**src/inc/acs_consts.svh**
```systemverilog
// Constants of the conversion sequencer
// Notes on behaviour
// [RULE_01] Software disables converter, then calibrates before converting
// [RULE_02] Calibration blocks conversions; request self-clears when done
// [RULE_03] Calibration factor readable in data bits 6:0
// [RULE_04] Single mode: one pass per start
// [RULE_05] Continuous mode: passes repeat without new start
// [RULE_06] Start by software bit or hardware trigger
// [RULE_07] Each conversion stores data, sets done flag, irq; code keeps old data while done flag is set and overrun_keep_new is clear
// [RULE_08] Sequence end sets sequence flag, irq when enabled
// [RULE_09] Discontinuous: one channel per trigger, advancing
// [RULE_10] Normal: every sequence channel per trigger, in order
// [RULE_11] Resolution twelve, ten, eight or six bits
// [RULE_12] Result left or right aligned in 16 bits
// [RULE_13] Nineteen channels: sixteen pins, three internal
// [RULE_14] Auto shutdown powers core only while converting; code also powers it during calibration
// [RULE_15] Irq sources: conv, seq, sampling, ready, overrun, watchdog
// [RULE_16] Triggers from external pin and timers
// [RULE_17] Edge field: off, rising, falling, both
// [RULE_18] Conversion with done flag still set raises overrun
// [RULE_19] Discontinuous sequence flag only after final channel
`ifndef ACS_CONSTS_SVH
`define ACS_CONSTS_SVH
`define ACS_NCH 19
`define ACS_CHW 5
`define ACS_NTRG 8
`define ACS_EXT_PIN_SEL 3'h7
`define ACS_EDGE_OFF 2'h0
`define ACS_EDGE_RISE 2'h1
`define ACS_EDGE_FALL 2'h2
`define ACS_EDGE_BOTH 2'h3
`define ACS_RES_12 2'h0
`define ACS_RES_10 2'h1
`define ACS_RES_8 2'h2
`define ACS_RES_6 2'h3
`define ACS_CAL_LSB 0
`define ACS_CAL_W 7
`define ACS_ZERO16 16'h0000
`endif

```
**src/inc/acs_pkg.sv**
```systemverilog
// Types of the conversion sequencer
`include "acs_consts.svh"
package acs_pkg;
  typedef enum logic [2:0] {
    ACS_IDLE = 3'h0,
    ACS_WAKE = 3'h1,
    ACS_CONV = 3'h3,
    ACS_CAL = 3'h2
  } acs_state_t;
  typedef struct packed {
    logic continuous_select;
    logic discontinuous_en;
    logic left_align;
    logic [1:0] resolution;
    logic auto_off;
    logic overrun_keep_new;
    logic [2:0] trigger_source;
    logic [1:0] trigger_edge_select;
  } acs_cfg_t;
  typedef struct packed {
    logic conv_done_irq_en;
    logic seq_done_irq_en;
    logic smp_done_irq_en;
    logic ready_irq_en;
    logic overrun_irq_en;
    logic watchdog_irq_en;
  } acs_ien_t;
  typedef struct packed {
    logic conv_done_flag;
    logic seq_done_flag;
    logic smp_done_flag;
    logic ready_flag;
    logic overrun_flag;
    logic watchdog_flag;
  } acs_flags_t;
  typedef struct packed {
    acs_state_t st;
    logic [`ACS_CHW-1:0] slot;
    logic [`ACS_CHW-1:0] chan;
    logic cal_req;
    logic [15:0] data;
    acs_flags_t flg;
    logic [`ACS_NTRG-1:0] trg_s1;
    logic [`ACS_NTRG-1:0] trg_s2;
    logic [`ACS_NTRG-1:0] trg_s3;
    logic core_pwr;
    logic core_start;
    logic core_cal;
    logic irq;
  } acs_state_all_t;
endpackage

```
**src/core/acs_sequencer.sv**
```systemverilog
// Conversion sequencer control logic
`include "acs_consts.svh"
module acs_sequencer import acs_pkg::*; (
  input wire logic SYS_CLK,
  input wire logic ARST_N,
  input wire logic CONVERTER_ENABLE,
  input wire logic CAL_START,
  input wire logic CONV_START,
  input wire logic CONV_STOP,
  input wire acs_cfg_t CFG,
  input wire acs_ien_t IEN,
  input wire logic [`ACS_NCH-1:0] SEQ_MASK,
  input wire acs_flags_t FLAG_CLR,
  input wire logic DATA_READ,
  input wire logic [`ACS_NTRG-1:0] TRIG_IN,
  input wire logic CORE_READY,
  input wire logic CORE_SMP_DONE,
  input wire logic CORE_DONE,
  input wire logic [11:0] CORE_RESULT,
  input wire logic [`ACS_CAL_W-1:0] CORE_CAL_FACTOR,
  input wire logic CORE_WATCHDOG,
  output logic CORE_POWER,
  output logic CORE_START,
  output logic CORE_CAL,
  output logic [`ACS_CHW-1:0] CORE_CHANNEL,
  output logic [1:0] CORE_RESOLUTION,
  output logic CAL_BUSY,
  output logic CONV_BUSY,
  output logic [15:0] DATA,
  output acs_flags_t FLAGS,
  output logic IRQ
);
  acs_state_all_t q, d;

  // Next enabled sequence slot at or above a position
  function automatic logic [`ACS_CHW:0] next_slot(input logic [`ACS_NCH-1:0] m,
                                                  input logic [`ACS_CHW-1:0] from);
    logic [`ACS_CHW:0] r;
    r = {1'b1, {`ACS_CHW{1'b0}}};
    for (int i = `ACS_NCH - 1; i >= 0; i--) begin
      if (m[i] && i >= int'(from)) begin
        r = {1'b0, 5'(i)};
      end
    end
    return r;
  endfunction

  // Scale 12-bit result to resolution and align it
  function automatic logic [15:0] place(input logic [11:0] r, input logic [1:0] res,
                                        input logic left);
    logic [11:0] v;
    logic [15:0] o;
    v = r;
    o = `ACS_ZERO16;
    unique case (res)
      `ACS_RES_12: v = r;
      `ACS_RES_10: v = {2'h0, r[11:2]};
      `ACS_RES_8: v = {4'h0, r[11:4]};
      `ACS_RES_6: v = {6'h0, r[11:6]};
    endcase
    if (!left) begin
      o = {4'h0, v};
    end else begin
      unique case (res)
        `ACS_RES_12: o = {v, 4'h0};
        `ACS_RES_10: o = {v[9:0], 6'h00};
        `ACS_RES_8: o = {v[7:0], 8'h00};
        `ACS_RES_6: o = {v[5:0], 10'h000};
      endcase
    end
    return o;
  endfunction

  logic [`ACS_CHW:0] ns_first, ns_after;
  logic trg_rise, trg_fall, hw_trig, start_req, conv_evt, pass_end;
  logic [`ACS_CHW-1:0] slot_inc;

  always_comb begin
    d = q;
    slot_inc = q.slot + 5'h01;
    ns_first = next_slot(SEQ_MASK, 5'h00);
    ns_after = next_slot(SEQ_MASK, slot_inc);
    d.trg_s1 = TRIG_IN;
    d.trg_s2 = q.trg_s1;
    d.trg_s3 = q.trg_s2;
    // Timer and pin sources share one selector; see [RULE_16]
    trg_rise = q.trg_s2[CFG.trigger_source] && !q.trg_s3[CFG.trigger_source];
    trg_fall = !q.trg_s2[CFG.trigger_source] && q.trg_s3[CFG.trigger_source];
    unique case (CFG.trigger_edge_select) // see [RULE_17]
      `ACS_EDGE_OFF: hw_trig = 1'b0;
      `ACS_EDGE_RISE: hw_trig = trg_rise;
      `ACS_EDGE_FALL: hw_trig = trg_fall;
      `ACS_EDGE_BOTH: hw_trig = trg_rise || trg_fall;
    endcase
    start_req = (CONV_START || hw_trig) && CONVERTER_ENABLE && !ns_first[`ACS_CHW]; // see [RULE_06]
    conv_evt = (q.st == ACS_CONV) && CORE_DONE;
    pass_end = ns_after[`ACS_CHW];
    d.core_start = 1'b0;
    d.core_cal = 1'b0;
    // Flag clears first so a same-cycle set wins
    d.flg = q.flg & ~FLAG_CLR;
    if (DATA_READ) begin
      d.flg.conv_done_flag = 1'b0;
    end
    if (CORE_SMP_DONE && q.st == ACS_CONV) begin
      d.flg.smp_done_flag = 1'b1; // see [RULE_15]
    end
    if (CORE_WATCHDOG) begin
      d.flg.watchdog_flag = 1'b1; // see [RULE_15]
    end
    if (CORE_READY && !q.core_pwr) begin
      d.flg.ready_flag = 1'b1; // see [RULE_15]
    end
    unique case (q.st)
      ACS_IDLE: begin
        // Calibration only accepted with converter disabled; see [RULE_01]
        if (CAL_START && !CONVERTER_ENABLE) begin
          d.cal_req = 1'b1;
          d.core_cal = 1'b1;
          d.st = ACS_CAL;
        end else if (start_req) begin
          d.slot = (q.slot == 5'h00 || !CFG.discontinuous_en) ? ns_first[`ACS_CHW-1:0] : q.slot;
          d.st = ACS_WAKE;
        end
      end
      ACS_CAL: begin
        // Triggers ignored here; see [RULE_02]
        if (CORE_DONE) begin
          d.cal_req = 1'b0; // see [RULE_02]
          d.data = {9'h000, CORE_CAL_FACTOR}; // see [RULE_03]
          d.st = ACS_IDLE;
        end
      end
      ACS_WAKE: begin
        d.core_pwr = 1'b1; // see [RULE_14]
        if (CORE_READY) begin
          d.chan = q.slot; // see [RULE_13]
          d.core_start = 1'b1;
          d.st = ACS_CONV;
        end
      end
      ACS_CONV: begin
        if (CONV_STOP || !CONVERTER_ENABLE) begin
          d.st = ACS_IDLE;
          d.slot = 5'h00;
        end else if (CORE_DONE) begin
          if (q.flg.conv_done_flag && !DATA_READ && !FLAG_CLR.conv_done_flag) begin
            d.flg.overrun_flag = 1'b1; // see [RULE_18]
          end
          if (!(q.flg.conv_done_flag && !CFG.overrun_keep_new)) begin
            d.data = place(CORE_RESULT, CFG.resolution, CFG.left_align); // see [RULE_07], [RULE_11], [RULE_12]
          end
          d.flg.conv_done_flag = 1'b1; // see [RULE_07]
          if (pass_end) begin
            d.flg.seq_done_flag = 1'b1; // see [RULE_08], [RULE_19]
            d.slot = ns_first[`ACS_CHW-1:0];
          end else begin
            d.slot = ns_after[`ACS_CHW-1:0]; // see [RULE_10]
          end
          if (CFG.discontinuous_en) begin
            d.st = ACS_IDLE; // see [RULE_09]
            if (pass_end) begin
              d.slot = 5'h00;
            end
          end else if (!pass_end) begin
            d.chan = ns_after[`ACS_CHW-1:0]; // see [RULE_10]
            d.core_start = 1'b1;
          end else if (CFG.continuous_select) begin
            d.chan = ns_first[`ACS_CHW-1:0]; // see [RULE_05]
            d.core_start = 1'b1;
          end else begin
            d.st = ACS_IDLE; // see [RULE_04]
            d.slot = 5'h00;
          end
        end
      end
      default: d.st = ACS_IDLE;
    endcase
    if (d.st == ACS_IDLE && CFG.auto_off) begin
      d.core_pwr = 1'b0; // see [RULE_14]
    end else if (d.st == ACS_CAL || (!CFG.auto_off && CONVERTER_ENABLE)) begin
      d.core_pwr = 1'b1;
    end
    d.irq = (d.flg.conv_done_flag && IEN.conv_done_irq_en)
      || (d.flg.seq_done_flag && IEN.seq_done_irq_en)
      || (d.flg.smp_done_flag && IEN.smp_done_irq_en)
      || (d.flg.ready_flag && IEN.ready_irq_en)
      || (d.flg.overrun_flag && IEN.overrun_irq_en)
      || (d.flg.watchdog_flag && IEN.watchdog_irq_en); // see [RULE_07], [RULE_08], [RULE_15], [RULE_18]
  end

  always_ff @(posedge SYS_CLK or negedge ARST_N) begin
    if (!ARST_N) begin
      q <= '0;
    end else begin
      q <= d;
    end
  end

  assign CORE_POWER = q.core_pwr;
  assign CORE_START = q.core_start;
  assign CORE_CAL = q.core_cal;
  assign CORE_CHANNEL = q.chan;
  assign CORE_RESOLUTION = CFG.resolution;
  assign CAL_BUSY = q.cal_req;
  assign CONV_BUSY = (q.st == ACS_WAKE) || (q.st == ACS_CONV);
  assign DATA = q.data;
  assign FLAGS = q.flg;
  assign IRQ = q.irq;
endmodule // acs_sequencer

```
**config.mk**
```make
export PLATFORM = sky130hd
export DESIGN_NAME = acs_sequencer
export DESIGN_NICKNAME = d
export VERILOG_FILES = /design/src/inc/acs_pkg.sv /design/src/core/acs_sequencer.sv
export VERILOG_INCLUDE_DIRS = /design/src /design/src/inc
export SDC_FILE = /design/constraint.sdc
export NUM_CORES = 1
export LEC_CHECK = 0
export BUFFER_PORTS_ARGS = -buffer_cell sky130_fd_sc_hd__buf_2
export CAP_MARGIN = 10
export CORE_UTILIZATION = 54
export CTS_CLUSTER_SIZE = 25
export DETAILED_ROUTE_END_ITERATION = 10
export GPL_TIMING_DRIVEN = 0
export PLACE_DENSITY = 0.77
export SYNTH_ARGS = -nofsm -noshare
export SYNTH_HDL_FRONTEND = slang
export SYNTH_SLANG_ARGS = --single-unit
export TNS_END_PERCENT = 100
```
**constraint.sdc**
```tcl
create_clock -name SYS_CLK -period 4.66 [get_ports SYS_CLK]
set_input_delay 0 -clock SYS_CLK [delete_from_list [all_inputs] [get_ports SYS_CLK]]
set_output_delay 0 -clock SYS_CLK [all_outputs]
set_load 0.005 [all_outputs]
```
==> impl_metrics.py <==
metrics = {
    "setup_path": {
        "required_ns": 4.94,
        "slowest_delay_ns": 0.54,
        "rr_worst_depth": 13,
        "critical_path_class": "reg -> reg",
        "crit_path_start": "q[57]",
        "r2r_start": "q[57]",
        "reg2reg_slack_ns": 0.25,
        "endpoint": "IRQ",
        "slowest_stage": "or4b_4",
        "crit-reg2reg-capture": "IRQ",
        "cp.arrival_ns": 4.69,
        "worstPathCellList": "buf_2 -> inv_1 -> ha_1 -> buf_2 -> nor3b_1 -> a21boi_0 -> o22a_1 -> nor4_2 -> or4b_4 -> buf_6 -> o32ai_1 -> a221o_1 -> dlygate4sd3_1",
        "critPathLaunchType": "register",
        "cpMostUsedCell": "buf_2",
        "worstPathMaxFanout": 10,
        "cp-end-kind": "register",
    },
    "clock_tree": {
        "clk_latency_ns": 0.35,
        "numClockSinks": 64,
        "cts_inserted_buffers": 9,
        "ctsRootBufferMaster": "clkbuf_8",
        "cts_max_level": 3,
        "clock_path_buffers": 2,
        "cts_setup_buffers": 0,
        "cts_tree": "built",
        "clkSlewWorstSetupHoldPaths_ns": 0.07,
    },
    "power": {
        "p_leak_nw": 2.71,
        "p_per_area_nw_per_um2": 410,
        "power_mw": 2.34,
        "peakVddDrop_mv": 0.220,
    },
    "logic_synthesis": {
        "async_flop_share_pct": 100,
        "synth.distinct_cells": 67,
        "netlist_area_um2": 4440,
        "synth_flop_cell": "dfrtp_1",
        "synth_seq_cells": 64,
        "netlist_instances": 511,
        "seq_area_frac_synth_pct": 36.1,
        "syn_nets": 598,
        "synth_edf_count": 0,
        "synth-warning-count": 0,
        "synthesis.area_per_instance_um2": 8.68,
    },
    "timing": {
        "drv_slew": 0,
        "fmaxAchievable_mhz": 227,
        "slew_headroom_pct": 27.5,
        "setup_viol": 0,
        "fin_ws_ns": 0.249,
        "worst_pin_slew_ns": 1.06,
        "fin_crit_ns": 4.41,
        "rsz0062_at_grt": "no",
        "finalCritPeriodShare_pct": 94.7,
        "setup_tns_ns": 0,
        "skew_ns": 0.0157,
        "hold_slack_ns": 0.0156,
        "hold_violations": 0,
    },
    "routing": {
        "drc": 0,
        "wl_per_cell_um": 17.1,
        "dr.pass1.iters": 5,
        "drtIter0Drc": 268,
        "vias_per_cell": 5.87,
        "vias": 4553,
        "drt_wl_total_um": 13300,
        "ant_nets": 0,
    },
    "floorplanning": {
        "io_pins": 116,
        "die-area_um2": 8580,
        "fp.coreArea_um2": 7850,
        "die_x_um": 92.6,
        "rows": 32,
        "die_y_um": 92.6,
        "initial_core_util_pct": 56.5,
    },
    "global_routing": {
        "grt_antenna_before_repair": 0,
        "grt_max_degree": 37,
        "first_global_vias": 4349,
        "grt_usage_pct": 31.9,
        "grt_pass1_wl_um": 21100,
        "gr-total-overflow": 0,
    },
    "hold_path": {
        "min_from": "CAL_START",
        "hold_class": "in -> reg",
    },
    "place": {
        "placed_cells": 727,
        "dpl_cell_area_um2": 5150,
        "gp_congestion": 0.989,
        "place_ws_ns": 0.486,
        "hpwlAfterDp_um": 10000,
        "io_buffers": 113,
    },
    "layout": {
        "stdcell_count": 776,
        "fin_nets": 755,
        "drive_gt1_share_pct": 27.5,
        "finalCoreUtilization_pct": 72.7,
        "finalInstanceArea_um2": 5710,
        "area_delta_synth_final_pct": 28.6,
    },
    "run": {
        "drv_cap": 0,
    },
    "run_status": {
        "status": "complete, no violations",
    },
}
-- synth_stat cells (all sizes together) (3+ instances only) --
master  number  share of area [%]
nand3b       3               0.51
a21oi       27                3.0
mux4         5                2.5
nand2b      11                1.6
a211oi       5               0.85
a41o         3               0.68
and2         7               0.99
o211ai      10                1.7
mux2         3               0.76
dfrtp       64                 36
a31oi        9                1.3
nand2       48                4.1
a21o         8                1.4
buf         41                7.1
mux2i        6                1.4
clkbuf      13                1.1
o21ai       42                4.7
nor3        13                1.5
inv         26                2.2
nor2b        6               0.85
o22a         4               0.79
o31ai        8                1.7
xnor2        3               0.59
nor4b        3               0.59
o22ai        6               0.85
a22o         4               0.79
nand3       14                1.6
nor2        34                2.9
o31a         3               0.59
ha           6                1.7
a21boi       5               0.85
nor4         8                1.1
o21bai       4               0.68
and3         6               0.85
a22oi       12                2.0
-- cell usage in the layout (no fill, tap or decap), types with 4 or more instances in the layout --
| cell type | n |
|---|---|
| buf_2 | 117 |
| dfrtp_1 | 64 |
| nand2_1 | 48 |
| o21ai_0 | 42 |
| nor2_1 | 34 |
| buf_4 | 33 |
| dlygate4sd3_1 | 32 |
| a21oi_1 | 27 |
| inv_1 | 26 |
| nand3_1 | 14 |
| clkbuf_1 | 13 |
| nor3_1 | 13 |
| a22oi_1 | 12 |
| nand2b_1 | 11 |
| o211ai_1 | 10 |
| a31oi_1 | 9 |
| clkbuf_8 | 9 |
| a21o_1 | 8 |
| and2_1 | 7 |
| nor4_1 | 7 |
| o31ai_1 | 7 |
| mux2i_1 | 6 |
| o22ai_1 | 6 |
| nor2b_1 | 6 |
| and3_1 | 6 |
| ha_1 | 6 |
| mux4_2 | 5 |
| a21boi_0 | 5 |
| a211oi_1 | 5 |
| buf_6 | 4 |
| o22a_1 | 4 |
| o21bai_1 | 4 |
| a22o_1 | 4 |
-- final cells by class --
| cell class | instances | area [um^2] |
|---|---|---|
| clock buffers | 9 | 124 |
| repair buffers | 146 | 906 |
| diodes | 1 | 2.50 |
| well taps | 102 | 128 |
| flip-flops and latches | 64 | 1600 |
| inverters | 26 | 97.6 |
| clock inverters | 7 | 103 |
| plain buffers | 54 | 362 |
| multi-input cells | 367 | 2380 |
| fillers | 608 | 2140 |
-- worst max-delay path: cells and delay by family (launching register included) --
| kind | cells | cell delay (ns) |
|---|---|---|
| compound gates | 4 | 1.00 |
| flops | 1 | 0.47 |
| buf+inv | 5 | 1.25 |
| simple gates | 3 | 1.34 |
| fa+ha+maj | 1 | 0.27 |
-- how the worst min path moves through the flow --
stage | cells after the start | endpoint | slack, ns
2_1_floorplan | 0 | CAL_BUSY | -0.30
3_3_place_gp | 1 | d[16] | 0.11
3_5_place_dp | 1 | d[13] | 0.11
4_1_cts | 3 | DATA[10] | 0.002
5_1_grt | 3 | q[62] | 0.02
6_report | 3 | CAL_BUSY | 0.02
-- layer usage --
layer | GRT usage [%] | routed length (um) | share of wire (%)
met3 | 6.73 | 984 | 7.4
met1 | 41.1 | 5480 | 41
met2 | 52.3 | 6490 | 49
met4 | 12.7 | 306 | 2.3
met5 | 0 | 0 | 0
-- power breakdown --
group | internal, mW | switching, mW | leakage, nW | total (mW)
sequential | 0.649 | 0.0647 | 0.799 | 0.714
clock | 0.306 | 0.237 | 0.110 | 0.544
combinational | 0.475 | 0.608 | 1.80 | 1.08
-- flip-flops by register name, summed over array words and instances, names as in the netlist --
signal / count
q: 16
CORE_CAL: 1
CORE_START: 1
CAL_BUSY: 1
CORE_POWER: 1
DATA: 16
d: 16
CORE_CHANNEL: 5
IRQ: 1
FLAGS: 6
-- cell families after synthesis --
| logic type | synth area share (%) |
|---|---|
| AO/OA/AOI/OAI | 27.3 |
| XOR/XNOR | 1.16 |
| adder cells (fa/ha/maj) | 1.69 |
| buffers and inverters | 10.3 |
| flip-flops | 36.1 |
| multiplexers | 4.65 |
| other | 0.0845 |
| AND/OR/NAND/NOR | 18.6 |
-- repair_timing --
item                                   CTS  global route
endpoints found under the hold margin   60             0
setup endpoints to repair                0             1
gates resized for setup                  0             1
hold buffers                            32             0
No activity file was read; power rests on OpenSTA's default activity.
